## src/core/supply_supervisor_pkg.sv

```systemverilog
// Shared constants and types for the supply supervisor and regulator control.
package supply_supervisor_pkg;

  // Supply thresholds in millivolts.
  localparam int unsigned POR_THRESHOLD_MV      = 1650;
  localparam int unsigned BOR_MIN_THRESHOLD_MV  = 1800;
  localparam int unsigned BOR_MAX_THRESHOLD_MV  = 3000;
  localparam int unsigned PVD_MIN_THRESHOLD_MV  = 1850;
  localparam int unsigned PVD_MAX_THRESHOLD_MV  = 3050;
  localparam int unsigned PVD_STEP_MV           = 200;

  // Level counts and field widths.
  localparam int unsigned BOR_LEVEL_COUNT = 5;
  localparam int unsigned PVD_LEVEL_COUNT = 7;
  localparam int unsigned LEVEL_W         = 3;
  localparam int unsigned OPT_W           = 4;

  // Option byte layout: bit 3 disables brownout, bits 2:0 pick the level.
  localparam int unsigned OPT_BOR_OFF_BIT = 3;
  localparam int unsigned OPT_LEVEL_LSB   = 0;

  // Reset values and highest valid levels.
  localparam logic [LEVEL_W-1:0] BOR_LEVEL_RESET = 3'h0;
  localparam logic [LEVEL_W-1:0] PVD_LEVEL_RESET = 3'h0;
  localparam logic [LEVEL_W-1:0] PVD_LEVEL_MAX   = 3'h6;
  localparam logic [LEVEL_W-1:0] BOR_LEVEL_MAX   = 3'h4;

  // Clock and start-up timing.
  localparam int unsigned CLK_HZ              = 20_000_000;
  localparam int unsigned STARTUP_BOR_US      = 3300;
  localparam int unsigned STARTUP_NOBOR_US    = 1000;
  localparam int unsigned STARTUP_BOR_CYCLES  =
    (STARTUP_BOR_US * (CLK_HZ / 1_000_000));
  localparam int unsigned STARTUP_NOBOR_CYCLES =
    (STARTUP_NOBOR_US * (CLK_HZ / 1_000_000));
  localparam int unsigned STARTUP_CNT_W       = 17;

  // Power modes requested by the core.
  typedef enum logic [2:0] {
    PM_RUN,
    PM_SLEEP,
    PM_LP_RUN,
    PM_LP_SLEEP,
    PM_STOP,
    PM_STANDBY
  } power_mode_e;

  // Regulator operating modes.
  typedef enum logic [1:0] {
    REG_MAIN,
    REG_LOW_POWER,
    REG_POWER_DOWN
  } regulator_mode_e;

  // Detector interrupt edge selection.
  typedef enum logic [1:0] {
    EDGE_NONE,
    EDGE_FALL,
    EDGE_RISE,
    EDGE_BOTH
  } edge_sel_e;

endpackage : supply_supervisor_pkg

```

## src/core/supply_level_detector.sv

```systemverilog
// Software-enabled supply level detector with crossing events.
module supply_level_detector
  import supply_supervisor_pkg::*;
(
  input  wire logic                             ref_clk,
  input  wire logic                             nrst,
  input  wire logic                             detectEnable,
  input  wire supply_supervisor_pkg::edge_sel_e edgeSel,
  input  wire logic                             belowSync,
  output logic                                  levelBelow,
  output logic                                  crossEvent
);

  logic enaReg;
  logic enaNext;
  logic belowReg;
  logic belowNext;
  logic eventReg;
  logic eventNext;

  // A freshly enabled detector takes its first sample silently, so the
  // enable itself never looks like a crossing.
  always_comb
  begin
    enaNext   = detectEnable;
    belowNext = detectEnable ? belowSync : 1'b0; // RQ7
    eventNext = 1'b0;
    if (detectEnable && enaReg && (belowSync != belowReg))
    begin
      case (edgeSel)
        EDGE_FALL: eventNext = belowSync;  // RQ6
        EDGE_RISE: eventNext = !belowSync; // RQ6
        EDGE_BOTH: eventNext = 1'b1;       // RQ6
        default:   eventNext = 1'b0;
      endcase
    end
  end

  always_ff @(posedge ref_clk or negedge nrst)
  begin
    if (!nrst)
    begin
      enaReg   <= 1'b0;
      belowReg <= 1'b0;
      eventReg <= 1'b0;
    end
    else
    begin
      enaReg   <= enaNext;
      belowReg <= belowNext;
      eventReg <= eventNext;
    end
  end

  assign levelBelow = belowReg; // RQ13
  assign crossEvent = eventReg;

  property p_disabled_quiet;
    @(posedge ref_clk) disable iff (!nrst)
    !detectEnable |=> !crossEvent && !levelBelow;
  endproperty
  a_disabled_quiet: assert property (p_disabled_quiet) // RQ7
    else $error("Detector active while disabled.");

  property p_fall_event;
    @(posedge ref_clk) disable iff (!nrst)
    (detectEnable && enaReg && edgeSel == EDGE_FALL && belowSync
     && !belowReg) |=> crossEvent;
  endproperty
  a_fall_event: assert property (p_fall_event) // RQ6
    else $error("Falling crossing did not raise an event.");

endmodule : supply_level_detector

```

## src/core/supply_supervisor_regulator_ctrl.sv

```systemverilog
// Reset hold, option load, detector and regulator mode control.
//
// Function
// RQ1 - Internal reset held while supply is below power-on or brownout level (brownoutBelowVec has 3 bits: levels 3 and 4 never hold it).
// RQ2 - Option bytes load once the supply threshold is reached.
// RQ3 - Options keep or change brownout level, or disable brownout for good.
// RQ4 - Optional automatic switch-off of internal reference during Stop.
// RQ5 - Detector compares supply against one of seven software levels.
// RQ6 - Detector event on falling, rising or both crossings as configured.
// RQ7 - Software enables detector; disabled detector gives no result or event.
// RQ8 - Run mode uses the main regulator mode.
// RQ9 - Low-power run, low-power sleep and Stop use low-power regulator.
// RQ10 - Standby powers the regulator down with the kernel unpowered.
// RQ11 - Standby loses kernel state except the standby domain.
// RQ12 - Start-up lasts 3.3 ms with brownout active, 1 ms without.
// RQ13 - Status bit shows supply above or below detector threshold.
module supply_supervisor_regulator_ctrl
  import supply_supervisor_pkg::*;
(
  input  wire logic                                   ref_clk,
  input  wire logic                                   nrst,
  input  wire logic                                   supplyAbovePor,
  input  wire logic [LEVEL_W-1:0]                     brownoutBelowVec,
  input  wire logic [PVD_LEVEL_COUNT-1:0]             detBelowVec,
  input  wire logic [OPT_W-1:0]                       optionByte,
  input  wire logic                                   optionValid,
  input  wire logic                                   brownoutAtPowerUp,
  input  wire logic                                   detectEnable,
  input  wire logic [LEVEL_W-1:0]                     detectLevel,
  input  wire supply_supervisor_pkg::edge_sel_e       detectEdge,
  input  wire logic                                   vrefOffInStop,
  input  wire supply_supervisor_pkg::power_mode_e     powerMode,
  output logic                                        sysRst_n,
  output logic                                        optionLoadReq,
  output logic                                        brownoutEnabled,
  output logic [LEVEL_W-1:0]                          brownoutLevel,
  output logic [LEVEL_W-1:0]                          supplyDetectThreshold,
  output logic                                        detectBelow,
  output logic                                        detectIrq,
  output supply_supervisor_pkg::regulator_mode_e      regulatorMode,
  output logic                                        vrefEnable,
  output logic                                        kernelPowered,
  output logic                                        kernelStateClear_n
);

  typedef enum {
    ST_HOLD,
    ST_OPTLOAD,
    ST_STARTUP,
    ST_RUN
  } seq_e;

  // Each vector bit is one comparator output; the level picks which one.
  function automatic logic belowLevel(input logic [LEVEL_W-1:0] lvl,
                                      input logic [7:0]         vec);
    belowLevel = vec[lvl];
  endfunction : belowLevel

  // Two-flop synchronisers for the analog comparator outputs.
  logic       porMeta;
  logic       porSync;
  logic [7:0] borMeta;
  logic [7:0] borSync;
  logic [7:0] detMeta;
  logic [7:0] detSync;

  always_ff @(posedge ref_clk or negedge nrst)
  begin
    if (!nrst)
    begin
      porMeta <= 1'b0;
      porSync <= 1'b0;
      borMeta <= 8'h00;
      borSync <= 8'h00;
      detMeta <= 8'h00;
      detSync <= 8'h00;
    end
    else
    begin
      porMeta <= supplyAbovePor;
      porSync <= porMeta;
      borMeta <= {5'h00, brownoutBelowVec};
      borSync <= borMeta;
      detMeta <= {1'b0, detBelowVec};
      detSync <= detMeta;
    end
  end

  seq_e                     stateReg;
  seq_e                     stateNext;
  logic [STARTUP_CNT_W-1:0] cntReg;
  logic [STARTUP_CNT_W-1:0] cntNext;
  logic                     borEnReg;
  logic                     borEnNext;
  logic [LEVEL_W-1:0]       borLvlReg;
  logic [LEVEL_W-1:0]       borLvlNext;
  logic                     borUpReg;
  logic                     borUpNext;
  logic                     reqReg;
  logic                     reqNext;
  logic                     supplyLow;

  // Below threshold means the power-on comparator is low, or brownout is
  // live, the chosen brownout level is 0 to 2, and the supply sits under it.
  assign supplyLow = !porSync ||
                     (borEnReg && belowLevel(borLvlReg, borSync)); // RQ1

  always_comb
  begin
    stateNext  = stateReg;
    cntNext    = cntReg;
    borEnNext  = borEnReg;
    borLvlNext = borLvlReg;
    borUpNext  = borUpReg;
    reqNext    = 1'b0;
    if (supplyLow)
    begin
      stateNext = ST_HOLD; // RQ1
      cntNext   = '0;
    end
    else
    begin
      case (stateReg)
        ST_HOLD:
        begin
          stateNext = ST_OPTLOAD; // RQ2
          borUpNext = borEnReg;
          reqNext   = 1'b1;
        end
        ST_OPTLOAD:
        begin
          reqNext = !optionValid;
          if (optionValid)
          begin
            // Disabling is sticky until the next power-on reset.
            if (optionByte[OPT_BOR_OFF_BIT])
              borEnNext = 1'b0; // RQ3
            else if (optionByte[OPT_LEVEL_LSB +: LEVEL_W] <= BOR_LEVEL_MAX)
              borLvlNext = optionByte[OPT_LEVEL_LSB +: LEVEL_W]; // RQ3
            stateNext = ST_STARTUP;
          end
        end
        ST_STARTUP:
        begin
          cntNext = cntReg + 1'b1;
          if (cntReg == (borUpReg ?
                STARTUP_CNT_W'(STARTUP_BOR_CYCLES - 1) :
                STARTUP_CNT_W'(STARTUP_NOBOR_CYCLES - 1))) // RQ12
          begin
            stateNext = ST_RUN;
            cntNext   = '0;
          end
        end
        ST_RUN:    stateNext = ST_RUN;
        default:   stateNext = ST_HOLD;
      endcase
    end
  end

  // The power-up brownout strap is caught after reset release, while the
  // sequencer still holds, never through the asynchronous reset path.
  logic strapTaken;
  logic strapNext;

  always_comb
  begin
    strapNext = 1'b1;
  end

  always_ff @(posedge ref_clk or negedge nrst)
  begin
    if (!nrst)
    begin
      stateReg   <= ST_HOLD;
      cntReg     <= '0;
      borEnReg   <= 1'b0;
      borLvlReg  <= BOR_LEVEL_RESET;
      borUpReg   <= 1'b0;
      reqReg     <= 1'b0;
      strapTaken <= 1'b0;
    end
    else
    begin
      stateReg   <= stateNext;
      cntReg     <= cntNext;
      borEnReg   <= strapTaken ? borEnNext : brownoutAtPowerUp;
      borLvlReg  <= borLvlNext;
      borUpReg   <= borUpNext;
      reqReg     <= reqNext;
      strapTaken <= strapNext;
    end
  end

  // Detector: software level, clamped to the seven valid levels.
  logic [LEVEL_W-1:0] detLvl;
  logic               detBelowRaw;
  logic               detBelowOut;
  logic               detEvent;

  assign detLvl      = (detectLevel > PVD_LEVEL_MAX) ? PVD_LEVEL_MAX
                                                     : detectLevel; // RQ5
  assign detBelowRaw = belowLevel(detLvl, detSync); // RQ5

  supply_level_detector i_supply_level_detector (
    .ref_clk      (ref_clk),
    .nrst         (nrst),
    .detectEnable (detectEnable),
    .edgeSel      (detectEdge),
    .belowSync    (detBelowRaw),
    .levelBelow   (detBelowOut),
    .crossEvent   (detEvent)
  );

  // Regulator and reference control.
  regulator_mode_e regModeReg;
  regulator_mode_e regModeNext;
  logic            vrefReg;
  logic            vrefNext;
  logic            kernReg;
  logic            kernNext;

  always_comb
  begin
    case (powerMode)
      PM_RUN, PM_SLEEP: regModeNext = REG_MAIN; // RQ8
      PM_LP_RUN, PM_LP_SLEEP, PM_STOP:
        regModeNext = REG_LOW_POWER; // RQ9
      PM_STANDBY: regModeNext = REG_POWER_DOWN; // RQ10
      default:    regModeNext = REG_MAIN;
    endcase
    vrefNext = !((powerMode == PM_STOP) && vrefOffInStop) &&
               (powerMode != PM_STANDBY); // RQ4
    kernNext = (powerMode != PM_STANDBY); // RQ11
  end

  logic               rstReg;
  logic [LEVEL_W-1:0] thrReg;
  logic               belowReg;
  logic               irqReg;

  always_ff @(posedge ref_clk or negedge nrst)
  begin
    if (!nrst)
    begin
      regModeReg <= REG_MAIN;
      vrefReg    <= 1'b1;
      kernReg    <= 1'b1;
      rstReg     <= 1'b0;
      thrReg     <= PVD_LEVEL_RESET;
      belowReg   <= 1'b0;
      irqReg     <= 1'b0;
    end
    else
    begin
      regModeReg <= regModeNext;
      vrefReg    <= vrefNext;
      kernReg    <= kernNext;
      rstReg     <= (stateNext == ST_RUN); // RQ1
      thrReg     <= detLvl;
      belowReg   <= detBelowOut; // RQ13
      irqReg     <= detEvent;    // RQ6
    end
  end

  assign sysRst_n              = rstReg;
  assign optionLoadReq         = reqReg;
  assign brownoutEnabled       = borEnReg;
  assign brownoutLevel         = borLvlReg;
  assign supplyDetectThreshold = thrReg;
  assign detectBelow           = belowReg;
  assign detectIrq             = irqReg;
  assign regulatorMode         = regModeReg;
  assign vrefEnable            = vrefReg;
  assign kernelPowered         = kernReg;
  // Standby domain logic is outside this block and ignores this clear.
  assign kernelStateClear_n    = kernReg; // RQ11

  property p_low_holds_reset;
    @(posedge ref_clk) disable iff (!nrst)
    supplyLow |=> !sysRst_n;
  endproperty
  a_low_holds_reset: assert property (p_low_holds_reset) // RQ1
    else $error("Reset released while supply low.");

  property p_load_after_hold;
    @(posedge ref_clk) disable iff (!nrst)
    (stateReg == ST_HOLD && !supplyLow) |=> optionLoadReq;
  endproperty
  a_load_after_hold: assert property (p_load_after_hold) // RQ2
    else $error("Option load not requested after supply good.");

  property p_bor_disable;
    @(posedge ref_clk) disable iff (!nrst)
    (stateReg == ST_OPTLOAD && optionValid && !supplyLow &&
     optionByte[OPT_BOR_OFF_BIT]) |=> !brownoutEnabled;
  endproperty
  a_bor_disable: assert property (p_bor_disable) // RQ3
    else $error("Brownout not disabled by option.");

  property p_vref_stop;
    @(posedge ref_clk) disable iff (!nrst)
    (powerMode == PM_STOP && vrefOffInStop) |=> !vrefEnable;
  endproperty
  a_vref_stop: assert property (p_vref_stop) // RQ4
    else $error("Reference still on in Stop.");

  property p_run_main;
    @(posedge ref_clk) disable iff (!nrst)
    powerMode == PM_RUN |=> regulatorMode == REG_MAIN;
  endproperty
  a_run_main: assert property (p_run_main) // RQ8
    else $error("Run mode without main regulator.");

  property p_lp_modes;
    @(posedge ref_clk) disable iff (!nrst)
    (powerMode inside {PM_LP_RUN, PM_LP_SLEEP, PM_STOP})
      |=> regulatorMode == REG_LOW_POWER;
  endproperty
  a_lp_modes: assert property (p_lp_modes) // RQ9
    else $error("Low-power mode without low-power regulator.");

  property p_standby;
    @(posedge ref_clk) disable iff (!nrst)
    powerMode == PM_STANDBY
      |=> regulatorMode == REG_POWER_DOWN && !kernelPowered;
  endproperty
  a_standby: assert property (p_standby) // RQ10
    else $error("Standby without regulator power-down.");

  property p_startup_len;
    @(posedge ref_clk) disable iff (!nrst)
    (stateReg == ST_STARTUP && !supplyLow &&
     cntReg < STARTUP_CNT_W'(STARTUP_NOBOR_CYCLES - 1))
      |=> !sysRst_n;
  endproperty
  a_startup_len: assert property (p_startup_len) // RQ12
    else $error("Reset released before the start-up wait ended.");

endmodule : supply_supervisor_regulator_ctrl

```

## config.mk

```make
export PLATFORM = sky130hd
export DESIGN_NAME = supply_supervisor_regulator_ctrl
export DESIGN_NICKNAME = d
export VERILOG_FILES = /design/src/core/supply_supervisor_pkg.sv /design/src/core/supply_level_detector.sv /design/src/core/supply_supervisor_regulator_ctrl.sv
export SDC_FILE = /design/constraint.sdc
export NUM_CORES = 1
export LEC_CHECK = 0
export ABC_AREA = 0
export ABC_CLOCK_PERIOD_IN_PS = 5600
export BUFFER_PORTS_ARGS = -buffer_cell sky130_fd_sc_hd__buf_2
export CAP_MARGIN = 20
export CORE_ASPECT_RATIO = 1.4
export CORE_MARGIN = 2
export CORE_UTILIZATION = 45
export CTS_BUF_LIST = sky130_fd_sc_hd__clkbuf_16
export DETAILED_ROUTE_END_ITERATION = 7
export PLACE_DENSITY = 0.73
export SKIP_CTS_REPAIR_TIMING = 1
export SYNTH_ARGS = -nofsm -noshare
export SYNTH_HDL_FRONTEND = slang
export SYNTH_HIERARCHICAL = 1
export SYNTH_SLANG_ARGS = --single-unit
```

## constraint.sdc

```tcl
create_clock -name ref_clk -period 5.6 [get_ports ref_clk]
set_clock_uncertainty 0.2 [all_clocks]
set_input_delay 1.68 -clock ref_clk [delete_from_list [all_inputs] [get_ports ref_clk]]
set_output_delay 1.68 -clock ref_clk [all_outputs]
set_load 0.005 [all_outputs]
```

==> results.md <==
* Status: finished, final reports clean
* Net count, final at 369
* Vias/cell at 5.16
* Slew HR at about 55%
* Largest net degree at the start of global routing at 92
* Final Cycle Share at between 50% and 60%
* DRT antenna net count at 0
* Die Span Y at 107 um
* Fraction of layout cells with a size suffix above 1 at a little over a fifth
* GR Util All Layers at 16.5%
* Cell Area, Synth at 3400 um2
* Grt total ovfl at 0
* H-tree level count at 3
* CTS sink cnt at 91
* Critical Path End Type: output port
* VDD IR-drop max at around 0.23 mV
* Initial core utilization at 46.2%
* Crit-path max FO at 2
* Leakage dissipation at about 0.0018 uW
* Die Width at 77.5 um
* Syn avg cell area at 12.7 um2
* CTS tree: done
* Synth Area in Compound Gates at 10.7%
* XOR/XNOR Fraction of Synth Area at 0%
* Diode count at 0
* Post-synthesis async set-or-reset flop share at 100%
* Most frequent cell after synthesis: dfrtp_1
* Buf/Inv on CP at 1
* Num CTS Buffers at 9
* Switching power total at about 290 uW
* Antenna violations before repair at 0
* Crit Path Category: reg2out
* Gate Count Post-Synth at 267
* RSZ-0062 raised after global routing: false
* CP required at 3.72 ns
* First-pass GRT wire length at 10500 um
* Layout area overhead at 21.1%
* Maxcap violations at 0
* GPL Wtd Cong at 0.866
* Area share of the largest cell type after synthesis at 65.5%
* Flop pwr share at 51.3%
* # setup viols final at 0
* WHS at 0.148 ns
* Drt drc at 0
* Simple-gate portion of the synthesized area at 16.8%
* Clock slew seen by the registers of the worst setup and hold paths at 0.06 ns
* Tmin final at 2.86 ns
* Later-pin clock latency in the skew report at 0.34 ns
* Slowest-stage cell, CP: dfstp_2
* Vias in the first global route at between 2000 and 2500
* Tightest Pin Transition at about 0.67 ns
* Fmax at 0.350 GHz
* Area of the multi-input gates at 1140 um2
* I/O Pins at 45
* Switch share at between 20% and 30%
* Die ar. at a little over 8000 um2
* Post-synth EDFFs at 0
* TNS Setup at 0 ns
* Yosys warns at 6
* Routed wire length at between 6000 and 7000 um
* Synth cell types at 50
* WL per Instance at between 10 and 15 um
* Setup crit start kind: flip-flop
* HPWL after DPL at 4030 um
* Mux share of post-synthesis cell area at 2.28%
* Fin. Hold Viols at 0
* Via count at roughly 2300
* Adder-cell share of the synthesized area at 0.368%
* IO buf count at 44
* Yosys top cell by area: dfrtp_1
* Critical path cell sequence: buf_2
* Largest family of logic cells by synthesized area: simple AND/OR/NAND/NOR gates
* Crit-path max cell delay at 0.53 ns
* Clock tree buffer depth at 2
* Row count at 37
* Clock Power Share at 44.8%
* Final Max Tran Viols at 0
* Top delay family on crit path: flip-flops
* Starting DRT DRC Count at a little under 100
* Worst hold path class: reg2reg
* CTS Root Cell: clkbuf_16
* Top FF cell, synth: dfrtp_1
* PwrDens at 327 nW/um2
* CP arrival at 0.98 ns
* Filler cells at 617
* Yosys reg bits at 91
* Register Area at 2280 um2
* Core area at about 7400 um2
* Sequential area share after synthesis at 67.0%
* Combinational power share at under 10%
* Synth area leaders: dfrtp_1 65%, o31ai_1 2.4%, nand3_1 2.4%, nand2_1 1.8%, o211ai_1 1.8%
* TritonRoute pass-1 iters at 4
* Int Power at 1050 uW
* Most frequent cells after synthesis: 89 x dfrtp_1, 16 x nand2_1, 16 x nand3_1, 11 x o31ai_1, 9 x nor4_1
[through the flow]
stage                     cell area [um2]  setup WS [ns]  power (uW)  util [%]  cells
after detailed placement             3790           2.39         755      51.5    424
after CTS                            4090           2.74        1360      55.6    440
after global routing                 4120           2.57        1400      56.0    441
after global placement               3790           2.47         752      51.5    424
final                                4120           2.74        1350      56.0    441
after floorplan                      3510           2.64         721         -    296
[state kept, by name (all words and copies together) (netlist names), 2 cells and up]
signal,flops
borMeta,3
detMeta,7
brownoutLevel,3
detSync,7
borSync,3
stateReg,32
cntReg,17
supplyDetectThreshold,3
regulatorMode,2
[layout make-up]
cell class | instances | area share (%)
clock buffers | 9 | 5.47
inverters | 7 | 0.638
clock inverters | 7 | 1.82
well taps | 97 | 2.95
multi-input cells | 185 | 27.7
flip-flops and latches | 91 | 55.3
repair buffers | 45 | 6.07
[per-layer routing]
metal | part of all wire [%] | vias up | wire (um) | GRT usage [%]
li1 | - | 1097 | - | -
met1 | 41 | 1117 | 2490 | 19.7
met2 | 52 | 48 | 3150 | 26.8
met3 | 3.9 | 15 | 235 | 4.80
met4 | 2.9 | 0 | 178 | 8.80
met5 | 0 | - | 0 | 0
[power by group through the flow]
| stage | sequential (uW) | combinational, uW | clock (uW) |
|---|---|---|---|
| after detailed placement | 703 | 51.8 | 0 |
| final | 690 | 53.5 | 603 |
| after global placement | 701 | 50.8 | 0 |
| after CTS | 690 | 51.9 | 616 |
| after floorplan | 701 | 19.7 | 0 |
| after global routing | 692 | 61.9 | 648 |
[path summary, 6_finish.rpt]
| path | slack, ns | end | startpoint | cells past startpoint |
|---|---|---|---|---|
| worst max-delay path | 2.74 | kernelStateClear_n | kernelPowered | 1 |
| worst min-delay path | 0.15 | porSync | porMeta | 0 |
| worst max register to register | 2.84 | cntReg[8] | stateReg[27] | 5 |
| worst min register to register | 0.15 | porSync | porMeta | 0 |
| max in group asynchronous | 3.59 | vrefEnable | nrst | 2 |
| min in group asynchronous | 0.99 | i_supply_level_detector/levelBelow | nrst | 1 |
[cells by family after synthesis]
| kind of cell | Yosys count |
|---|---|
| multiplexers | 6 |
| other | 2 |
| AO/OA/AOI/OAI | 49 |
| AND/OR/NAND/NOR | 98 |
| flip-flops | 91 |
| buffers and inverters | 20 |
| adder cells (fa/ha/maj) | 1 |
[placed cells by master, fill, tap and decap left out, types with 3 or more instances in the layout]
cell type / n
dfrtp_1: 89
buf_2: 43
conb_1: 31
nand2_1: 16
nand3_1: 16
o31ai_1: 11
nor4_1: 9
clkbuf_16: 9
nand4_1: 8
o211ai_1: 8
nor2_1: 7
inv_1: 7
or3_1: 6
a21oi_1: 5
a32oi_1: 5
nor2b_1: 4
and4_1: 4
or2_2: 4
o22a_1: 4
and2_1: 4
o21ai_0: 3
nor3_1: 3
or2_1: 3
Note: power is estimated with default switching activity, not from simulation.
